**config.mk**
```make
export PLATFORM = sky130hd
export DESIGN_NAME = cpu_operand_address_generator
export DESIGN_NICKNAME = d
export VERILOG_FILES = /design/src/include/opaddr_pkg.sv /design/src/rtl/cpu_operand_address_generator.sv /design/src/rtl/opaddr_calc.sv
export SDC_FILE = /design/constraint.sdc
export NUM_CORES = 1
export LEC_CHECK = 0
export BUFFER_PORTS_ARGS = -buffer_cell sky130_fd_sc_hd__buf_2
export CAP_MARGIN = 20
export CORE_MARGIN = 4
export CORE_UTILIZATION = 55
export DETAILED_ROUTE_END_ITERATION = 10
export GPL_TIMING_DRIVEN = 1
export PLACE_DENSITY_LB_ADDON = 0.15
export SYNTH_ARGS = -nofsm -noshare
export SYNTH_HDL_FRONTEND = slang
export SYNTH_HIERARCHICAL = 1
export SYNTH_SLANG_ARGS = --single-unit
```
**constraint.sdc**
```tcl
create_clock -name ref_clk_i -period 5.3 [get_ports ref_clk_i]
set_input_delay 0.265 -clock ref_clk_i [delete_from_list [all_inputs] [get_ports ref_clk_i]]
set_output_delay 0.265 -clock ref_clk_i [all_outputs]
set_load 0.01 [all_outputs]
```
**src/include/opaddr_pkg.sv**
```systemverilog
// Package for the operand address generator: modes, classes, sizes and carriers.
// Assumes a single 8-bit core with a 16-bit address space.
package opaddr_pkg;
	localparam int ADDR_W = 16;
	localparam int DATA_W = 8;
	localparam logic [7:0] ZERO_PAGE_HI = 8'h00;
	localparam logic [ADDR_W-1:0] PC_RESET = 16'h0000;
	localparam logic [1:0] LEN_ONE = 2'h1;
	localparam logic [1:0] LEN_TWO = 2'h2;
	localparam logic [1:0] LEN_THREE = 2'h3;

	typedef enum logic [2:0] {
		MODE_INH = 3'h0,
		MODE_IMM = 3'h1,
		MODE_DIR = 3'h2,
		MODE_EXT = 3'h3,
		MODE_IX = 3'h4,
		MODE_IX1 = 3'h5,
		MODE_IX2 = 3'h6,
		MODE_REL = 3'h7
	} addr_mode_t;

	typedef enum logic [2:0] {
		CLS_CONTROL = 3'h0,
		CLS_REG_MEM = 3'h1,
		CLS_RMW = 3'h2,
		CLS_TEST_NZ = 3'h3,
		CLS_BRANCH = 3'h4,
		CLS_BIT_BRANCH = 3'h5
	} instr_class_t;

	// Decoded instruction request from the sequencer
	typedef struct packed {
		addr_mode_t mode;
		instr_class_t cls;
		logic rmw_on_reg;
	} instr_info_t;

	// Operand address answer to the sequencer
	typedef struct packed {
		logic [ADDR_W-1:0] ea;
		logic ea_valid;
		logic [DATA_W-1:0] imm;
		logic imm_valid;
		logic [ADDR_W-1:0] next_pc;
		logic [1:0] length;
	} addr_result_t;
endpackage

```
**src/rtl/cpu_operand_address_generator.sv**
```systemverilog
// Operand fetch and address sequencing for an 8-bit core.
// Assumes the memory bus returns each read byte one cycle after mem_rd_o.
`timescale 1ns/1ns
`default_nettype none
module cpu_operand_address_generator
	import opaddr_pkg::*;
(
	input wire logic ref_clk_i, // Core clock
	input wire logic srst_i, // Synchronous reset, active high
	input wire logic start_i, // Begin instruction at pc_i
	input wire logic [ADDR_W-1:0] pc_i, // Opcode address
	input wire instr_info_t info_i, // Decoded opcode info
	input wire logic [7:0] index_i, // Index register
	input wire logic [7:0] reg_val_i, // Register operand for register RMW
	input wire logic [7:0] mem_rdata_i, // Byte from memory bus
	input wire logic [7:0] alu_result_i, // Modified value from ALU
	input wire logic branch_cond_i, // Branch condition true
	output logic busy_o, // Sequence in progress
	output logic mem_rd_o, // Memory read strobe
	output logic mem_wr_o, // Memory write strobe
	output logic [ADDR_W-1:0] mem_addr_o, // Memory address
	output logic [7:0] mem_wdata_o, // Write data
	output logic [7:0] operand_o, // Fetched operand
	output logic operand_valid_o, // Operand ready pulse
	output logic reg_wr_o, // Register write-back pulse
	output logic [7:0] reg_wdata_o, // Register write-back data
	output addr_result_t result_o, // Address result
	output logic done_o // Instruction finished pulse
);
	typedef enum logic [6:0] {
		ST_IDLE = 7'b0000001,
		ST_FETCH1 = 7'b0000010,
		ST_FETCH2 = 7'b0000100,
		ST_OPREQ = 7'b0001000,
		ST_OPDATA = 7'b0010000,
		ST_WRITE = 7'b0100000,
		ST_DONE = 7'b1000000
	} seq_state_t;

	seq_state_t state;
	seq_state_t next_state;
	instr_info_t info;
	logic [ADDR_W-1:0] pc;
	logic [7:0] byte1;
	logic [7:0] byte2;
	logic [1:0] got;
	logic [ADDR_W-1:0] ea;
	logic ea_valid;
	logic [1:0] length;
	logic [ADDR_W-1:0] target;
	logic [ADDR_W-1:0] pc_next;
	logic rd_pending;

	// Number of operand bytes after the opcode
	function automatic logic [1:0] extra_bytes(input logic [1:0] len);
		extra_bytes = len - LEN_ONE;
	endfunction

	function automatic logic needs_mem(input instr_info_t i, input logic valid);
		needs_mem = valid && !(i.cls == CLS_RMW && i.rmw_on_reg)
			&& !(i.cls == CLS_TEST_NZ && i.rmw_on_reg);
	endfunction

	opaddr_calc opaddr_calc_inst (
		.mode_i(info.mode),
		.byte1_i(byte1),
		.byte2_i(byte2),
		.index_i(index_i),
		.pc_next_i(pc_next),
		.bit_branch_i(info.cls == CLS_BIT_BRANCH),
		.ea_o(ea),
		.ea_valid_o(ea_valid),
		.length_o(length),
		.target_o(target)
	);

	assign pc_next = pc + {14'h0000, length};

	always_comb begin
		next_state = state;
		case (state)
			ST_IDLE: if (start_i) next_state = ST_FETCH1;
			ST_FETCH1: begin
				if (got == extra_bytes(length))
					next_state = needs_mem(info, ea_valid) ? ST_OPREQ : ST_DONE;
				else
					next_state = ST_FETCH2;
			end
			ST_FETCH2: begin
				if (got == extra_bytes(length))
					next_state = needs_mem(info, ea_valid) ? ST_OPREQ : ST_DONE;
			end
			ST_OPREQ: next_state = ST_OPDATA;
			ST_OPDATA: next_state = (info.cls == CLS_RMW) ? ST_WRITE : ST_DONE;
			ST_WRITE: next_state = ST_DONE;
			ST_DONE: next_state = ST_IDLE;
			default: next_state = ST_IDLE;
		endcase
	end

	always_ff @(posedge ref_clk_i) begin
		if (srst_i)
			state <= ST_IDLE;
		else
			state <= next_state;
	end

	// Capture opcode info and address at start
	always_ff @(posedge ref_clk_i) begin
		if (srst_i) begin
			info <= '0;
			pc <= PC_RESET;
		end else if (state == ST_IDLE && start_i) begin
			info <= info_i;
			pc <= pc_i;
		end
	end

	// Operand byte fetch; bytes in stream order, first is high for 16-bit forms
	always_ff @(posedge ref_clk_i) begin
		if (srst_i) begin
			byte1 <= 8'h00;
			byte2 <= 8'h00;
			got <= 2'h0;
			rd_pending <= 1'b0;
		end else if (state == ST_IDLE) begin
			got <= 2'h0;
			rd_pending <= 1'b0;
		end else if (state == ST_FETCH1 || state == ST_FETCH2) begin
			rd_pending <= mem_rd_o;
			if (rd_pending) begin
				if (got == 2'h0)
					byte1 <= mem_rdata_i;
				else
					byte2 <= mem_rdata_i;
				got <= got + 2'h1;
			end
		end
	end

	// Read strobe issued while more operand bytes are outstanding
	always_comb begin
		mem_rd_o = 1'b0;
		mem_addr_o = '0;
		mem_wr_o = 1'b0;
		mem_wdata_o = alu_result_i;
		if ((state == ST_FETCH1 || state == ST_FETCH2) && !rd_pending
			&& got != extra_bytes(length)) begin
			mem_rd_o = 1'b1;
			mem_addr_o = pc + {14'h0000, got} + 16'h0001;
		end else if (state == ST_OPREQ) begin
			mem_rd_o = 1'b1;
			mem_addr_o = ea;
		end else if (state == ST_WRITE && !info.rmw_on_reg) begin
			mem_wr_o = 1'b1;
			mem_addr_o = ea;
		end
	end

	// Operand delivery: memory, register or immediate literal
	always_ff @(posedge ref_clk_i) begin
		if (srst_i) begin
			operand_o <= 8'h00;
			operand_valid_o <= 1'b0;
		end else begin
			operand_valid_o <= 1'b0;
			if (state == ST_OPDATA) begin
				operand_o <= mem_rdata_i;
				operand_valid_o <= 1'b1;
			end else if (next_state == ST_DONE && state != ST_DONE
				&& state != ST_WRITE) begin
				if (info.rmw_on_reg) begin
					operand_o <= reg_val_i;
					operand_valid_o <= 1'b1;
				end else if (info.mode == MODE_IMM) begin
					operand_o <= byte1;
					operand_valid_o <= 1'b1;
				end
			end
		end
	end

	// Register read-modify-write; test form leaves the register alone
	always_ff @(posedge ref_clk_i) begin
		if (srst_i) begin
			reg_wr_o <= 1'b0;
			reg_wdata_o <= 8'h00;
		end else begin
			reg_wr_o <= (state == ST_DONE) && info.rmw_on_reg && info.cls == CLS_RMW;
			reg_wdata_o <= alu_result_i;
		end
	end

	// Final answer; relative target only for branch classes
	always_ff @(posedge ref_clk_i) begin
		if (srst_i) begin
			result_o <= '0;
			done_o <= 1'b0;
		end else begin
			done_o <= (state == ST_DONE);
			if (state == ST_DONE) begin
				result_o.ea <= ea;
				result_o.ea_valid <= ea_valid;
				result_o.imm <= byte1;
				result_o.imm_valid <= (info.mode == MODE_IMM);
				result_o.length <= length;
				if ((info.cls == CLS_BRANCH || info.cls == CLS_BIT_BRANCH) && branch_cond_i)
					result_o.next_pc <= target;
				else
					result_o.next_pc <= pc_next;
			end
		end
	end

	assign busy_o = (state != ST_IDLE);
endmodule // cpu_operand_address_generator
`default_nettype wire

```
**src/rtl/opaddr_calc.sv**
```systemverilog
// Combinational effective-address and length calculator.
// Assumes operand bytes are already captured by the caller.
`timescale 1ns/1ns
`default_nettype none
module opaddr_calc
	import opaddr_pkg::*;
(
	input wire addr_mode_t mode_i, // Addressing mode
	input wire logic [7:0] byte1_i, // First operand byte
	input wire logic [7:0] byte2_i, // Second operand byte
	input wire logic [7:0] index_i, // Index register
	input wire logic [ADDR_W-1:0] pc_next_i, // Address after instruction
	input wire logic bit_branch_i, // Three-byte test-and-branch form
	output logic [ADDR_W-1:0] ea_o, // Operand address
	output logic ea_valid_o, // Address is meaningful
	output logic [1:0] length_o, // Instruction length
	output logic [ADDR_W-1:0] target_o // Branch target if taken
);
	logic [7:0] rel_byte;

	always_comb begin
		ea_o = '0;
		ea_valid_o = 1'b0;
		length_o = LEN_ONE;
		case (mode_i)
			MODE_INH: length_o = LEN_ONE;
			MODE_IMM: length_o = LEN_TWO;
			MODE_DIR: begin
				ea_o = {ZERO_PAGE_HI, byte1_i};
				ea_valid_o = 1'b1;
				length_o = bit_branch_i ? LEN_THREE : LEN_TWO;
			end
			MODE_EXT: begin
				ea_o = {byte1_i, byte2_i};
				ea_valid_o = 1'b1;
				length_o = LEN_THREE;
			end
			MODE_IX: begin
				ea_o = {ZERO_PAGE_HI, index_i};
				ea_valid_o = 1'b1;
				length_o = LEN_ONE;
			end
			MODE_IX1: begin
				ea_o = {7'h00, {1'b0, byte1_i} + {1'b0, index_i}};
				ea_valid_o = 1'b1;
				length_o = LEN_TWO;
			end
			MODE_IX2: begin
				ea_o = {byte1_i, byte2_i} + {8'h00, index_i};
				ea_valid_o = 1'b1;
				length_o = LEN_THREE;
			end
			MODE_REL: length_o = LEN_TWO;
			default: length_o = LEN_ONE;
		endcase
	end

	// Test-and-branch carries its offset in the third byte
	assign rel_byte = bit_branch_i ? byte2_i : byte1_i;
	assign target_o = pc_next_i + {{8{rel_byte[7]}}, rel_byte};
endmodule // opaddr_calc
`default_nettype wire

```
# Yosys cells after proc, flatten, opt, wreduce, memory -nomap -nowiden
# Index checks and enable logic that the tools add are counted.
# Widths: inputs -> output; s select.
dict set report totals {
  reg_bits 112
  out_inout_bits 90
}
dict set report classes {
  addsub 8
  eq_ne 24
  n_mux 28
  bitwise 2
  n_reduce_logical 32
}
# cell n
set ops {}
lappend ops {{$pmux 16 s5} 1}
lappend ops {{$mux 16} 4}
lappend ops {{$pmux 7 s6} 1}
lappend ops {{$mux 8} 5}
lappend ops {{$mux 7} 5}
lappend ops {{$add 16x2->16} 2}
lappend ops {{$eq 3x3->1 const B} 6}
lappend ops {{$add 16x1->16 const B} 1}
lappend ops {{$add 16x16->16} 1}
lappend ops {{$add 16x8->16} 1}
lappend ops {{$eq 7x7->1 const B} 2}
lappend ops {{$logic_and 1x1->1} 13}
lappend ops {{$eq 3x2->1 const B} 4}
lappend ops {{$mux 1} 11}
lappend ops {{$add 8x8->9} 1}
lappend ops {{$pmux 2 s4} 1}
lappend ops {{$reduce_and 4->1} 2}
lappend ops {{$eq 7x1->1 const B} 1}
lappend ops {{$eq 7x2->1 const B} 1}
lappend ops {{$eq 7x3->1 const B} 1}
lappend ops {{$eq 7x4->1 const B} 1}
lappend ops {{$eq 7x5->1 const B} 1}
lappend ops {{$eq 7x6->1 const B} 1}
lappend ops {{$ne 7x1->1 const B} 1}
lappend ops {{18 further kinds} 26}

# Longest topological paths before layout
dict set report depth {
  ltp_word 13
  ltp_mapped 19
  mapped_depth_nobuf 18
}

# Cells and area by module
# Netlist, hierarchy kept.
# mod n_inst cells_each area_per_inst_um2
set by_module_without_submodules {}
lappend by_module_without_submodules {cpu_operand_address_generator 1 657 5337.6}
lappend by_module_without_submodules {opaddr_calc 1 281 2047.0}

# Worst setup path after synthesis
# OpenSTA, ideal clock, no wires.
dict set report synth_timing {
  path_type {register to register}
  start {register info[4] (netlist name)}
  end {register result_o[17] (netlist name)}
  setup_time_ps 74
  arrival_time_ps 4075
  slack_ps 1151
  path_stages_with_launch 20
  path_buffers 2
  period_less_slack_ps 4149
  path_cell_list {dfxtp_1 -> clkbuf_1 -> buf_1 -> nor2_1 -> mux2i_1 -> ha_1 -> inv_1 -> fa_1 -> nand4b_1 -> o21a_1 -> or2_2 -> ha_1 -> a21o_1 -> a21oi_1 -> o21ai_0 -> a21oi_1 -> a21oi_1 -> xor3_1 -> nand3_1 -> a31oi_1}
}
dict set report synth_via {
  elab_chain_cells 6
  word_cells_on_any_way 15
  cone_classes {add/sub (2); eq/ne (7); mux (2); reduce/logical (4)}
}
# item line_no
set synth_rtl {}
lappend synth_rtl {{from (decl)} cpu_operand_address_generator.sv:42} ;# instr_info_t info;
lappend synth_rtl {{from (signal assigned)} cpu_operand_address_generator.sv:114} ;# info <= info_i;
lappend synth_rtl {{$eq 3x1->1, or another cell as far along} opaddr_calc.sv:25} ;# case (mode_i)
lappend synth_rtl {{$reduce_or 3->1 (no source line) or $reduce_or 2->1 (tied branches)} n/a}
lappend synth_rtl {{$pmux 2 s4 (*)} opaddr_calc.sv:25}
lappend synth_rtl {{via length[0]} cpu_operand_address_generator.sv:49} ;# logic [1:0] length;
lappend synth_rtl {{$add 16x2->16 (*)} cpu_operand_address_generator.sv:77} ;# assign pc_next = pc + {14'h0000, length};
lappend synth_rtl {{via pc_next[12]} cpu_operand_address_generator.sv:51} ;# logic [ADDR_W-1:0] pc_next;
lappend synth_rtl {{$add 16x16->16 (*)} opaddr_calc.sv:60} ;# assign target_o = pc_next_i + {{8{rel_byte[7]}}, rel_byte};
lappend synth_rtl {{via target[15]} cpu_operand_address_generator.sv:50} ;# logic [ADDR_W-1:0] target;
lappend synth_rtl {{$mux 16 (*)} cpu_operand_address_generator.sv:207} ;# if ((info.cls == CLS_BRANCH || info.cls == CLS_BIT_BRANCH) && branch_cond_i)
lappend synth_rtl {{to (decl)} cpu_operand_address_generator.sv:27} ;# output addr_result_t result_o,
# The timed path passes the listed nets; every way through them passes the cells marked *.
# A chain may end at the register's enable or synchronous reset.

# Final worst setup path
# Ends and elaborated chain as after synthesis.

==> results.md <==
- Status: completed
- Setup skew after layout: 0.0103 ns
- # fillers: 1,198
- Avg Cell Area, Syn: 7.87 um^2
- Hold EP: reg_wdata_o[2]
- Hold Crit Class: input port to flop
- Syn Std Cell Area: 7380 um^2
- Post-Syn Instances: 938
- DR WL/cell: 17.4 um
- Routability Congestion: 0.930
- F_max: 0.221 GHz
- Hold path cells: 2
- DR top layer: met4
- Setup TNS: 0 ns
- Global-route wire length before repair: 32.6 mm
- Placed Area: 8050 um^2
- Leakage power: 0.00357 uW
- TritonCTS Buffers: 9
- CTS tree: built
- Initial antenna violation count: 0
- Max FO, Critical Path: 25
- Worst Reg-to-Reg Cells: 17
- R2r setup slk: 0.77 ns
- CP endpoint kind: flop
- Vias per inst: 5.82
- RSZ-0062 raised after global routing: false
- Routed WL: 21.2 mm
- DRC: 0
- Initial Util: 0.560
- Antenna-violating nets left: 0
- Hold slack final: 0.118 ns
- Worst Setup Start Kind: flop
- Combinational fraction of design power: 0.129
- Data required time at the worst endpoint: 5.59 ns
- Via count of the first global-routing pass: 6,276
- Worst-Margin Slew: 1.03 ns
- Clk pin slew, worst setup/hold paths: 0.08 ns
- Top-count cell post-synth: nand2_1
- PwrDens: 221 nW/um^2
- PortBufs: 148
- Hold path start: alu_result_i[2]
- Dominant synthesized flop cell: dfxtp_1
- Internal power: 1330 uW
- 1st-pass router iterations: 8
- Synthesis-stage register bit count: 112
- Max Slew Vio Count: 0
- Cell taking the most area after synthesis: dfxtp_1
- Tmin final: 4.53 ns
- Yosys cell types: 80
- Largest net degree at the start of global routing: 106
- Vias: 7,070
- FP Rows: 42
- Max VDD drop: 150 uV
- CP arrival: 4.82 ns
- Sequential share of the synthesized area: 0.304
- Initial DRC count: 572
- Top post-synthesis cells by area: dfxtp_1 (30%), nand2_1 (9.1%), ha_1 (6.1%)
- CTS Hold Bufs: 0
- Clock Power Share: 0.391
- Yosys Warn Count: 6
- Core box area: 13,200 um^2
- Wire length on met2: 10.3 mm
- Max H-tree Level: 3
- Async SR Flop Fraction: 0
- Aggregate global routing overflow: 0
- Layout cells sized above 1: 0.204
- Post-synth EDFFs: 0
- Fin nets: 1,134
- Final hold vios: 0
- Final Setup Violations: 0
- IO Count: 149
- Post-cts sizing count: 0
- Synth top cells by count: nand2_1 (180), dfxtp_1 (112), a21oi_1 (84), nor2_1 (54), o21ai_0 (48)
- Root buffer cell: clkbuf_16
- Wire length on met3: 1.02 mm
- Area growth syn-to-layout: 13.6%
- Register share of total power: 0.480
- DIE HEIGHT: 124 um
- Setup Crit Path Kind: flop to flop
- GRT Util Overall: 0.272
- Max clock buf depth: 2
- Post-synth net total: 1,038
- Switching pwr: 517 uW
- Worst slew margin: 0.311
- Die footprint: 15,300 um^2
- Half-perimeter wire length after placement: 15.7 mm
- Finished Cell Area: 8390 um^2
- Worst r2r src: info[4]
- CTS sink count: 112
- Reg-to-reg endpoint: result_o[17]
- ANT cells: 0
- Maxcap violations: 0
- M1 wire length: 9.17 mm
- Die W: 124 um
- Sw frac: 0.280
- Share of the clock period used by the worst path: 0.855
- Synth top area share: 0.304
- Skew-Pair Late Insertion Delay: 0.37 ns
- Post-CTS setup buffer count: 0
[worst max path at each step]
stage | start | endpoint | depth (start not counted)
finish | info[4] | result_o[17] | 17
global route | info[4] | result_o[17] | 17
CTS | info[4] | result_o[17] | 17
detailed placement | info[4] | result_o[17] | 17
global placement | info[4] | result_o[17] | 17
floorplan | info[4] | result_o[17] | 19
[power by group through the flow]
stage	clock [uW]	combinational, uW	sequential [uW]
3_3_place_gp	0	230	906
3_5_place_dp	0	232	906
4_1_cts	730	234	886
5_1_grt	766	263	890
2_1_floorplan	0	174	892
6_report	724	239	887
[final cells by class]
class	instances	area (um^2)	share of cell area
multi-input combinational	740	4750	0.566
sequential	112	2240	0.267
timing repair buffer	152	793	0.0946
clock buffer	9	225	0.0269
tap	176	220	0.0263
clock inverter	6	86.3	0.0103
inverter	19	71.3	0.00850
[logic make-up after synthesis]
logic type | Yosys count | share of synthesized area
adder cells (fa/ha/maj) | 41 | 0.0746
flip-flops | 112 | 0.304
AO/OA/AOI/OAI | 238 | 0.208
multiplexers | 38 | 0.0535
XOR/XNOR | 47 | 0.0578
AND/OR/NAND/NOR | 376 | 0.249
buffers and inverters | 86 | 0.0535
[stage by stage]
step	worst slack, ns	power, uW	std cells	utilization
floorplan	1.15	1070	938	-
global placement	0.951	1140	1198	0.610
finish	0.771	1850	1214	0.636
detailed placement	0.819	1140	1198	0.610
global route	0.479	1920	1214	0.636
CTS	0.816	1850	1213	0.634
[worst max-delay path, stage by stage (launching register included)]
cell and delay, ns:
dfxtp_1 0.84, nor2_1 0.10, mux2i_1 0.36, ha_1 0.27, inv_1 0.07, fa_1 0.44, nand4b_1 0.32, o21a_1 0.25
or2_2 0.30, ha_1 0.38, a21o_1 0.20, a21oi_1 0.18, o21ai_0 0.11, a21oi_1 0.15, a21oi_1 0.06, xor3_1 0.19
nand3_1 0.07, a31oi_1 0.18
[sequential cells by signal, summed over array words and instances (netlist names), 2 cells and up]
name	count
pc	16
state	7
got	2
info	7
operand_o	8
byte1	8
result_o	44
reg_wdata_o	8
byte2	8
[layer usage]
layer | vias to the layer above | global-route usage
met4 | 0 | 0.117
met5 | - | 0
met1 | 3326 | 0.359
met2 | 206 | 0.449
li1 | 3495 | -
met3 | 43 | 0.0327
[layout by cell type (no fill, tap or decap), types with 11 or more instances in the layout]
| cell type | n |
|---|---|
| a21oi_1 | 84 |
| a31oi_1 | 12 |
| buf_2 | 147 |
| dfxtp_1 | 112 |
| ha_1 | 36 |
| inv_1 | 18 |
| mux2_2 | 12 |
| mux2i_1 | 26 |
| nand2_1 | 180 |
| nand2b_1 | 11 |
| nand3_1 | 24 |
| nor2_1 | 54 |
| nor2b_1 | 19 |
| nor3_1 | 19 |
| o211ai_1 | 13 |
| o21ai_0 | 48 |
| xnor2_1 | 32 |
| xor2_1 | 14 |
Note: power is estimated with default switching activity, not from simulation.
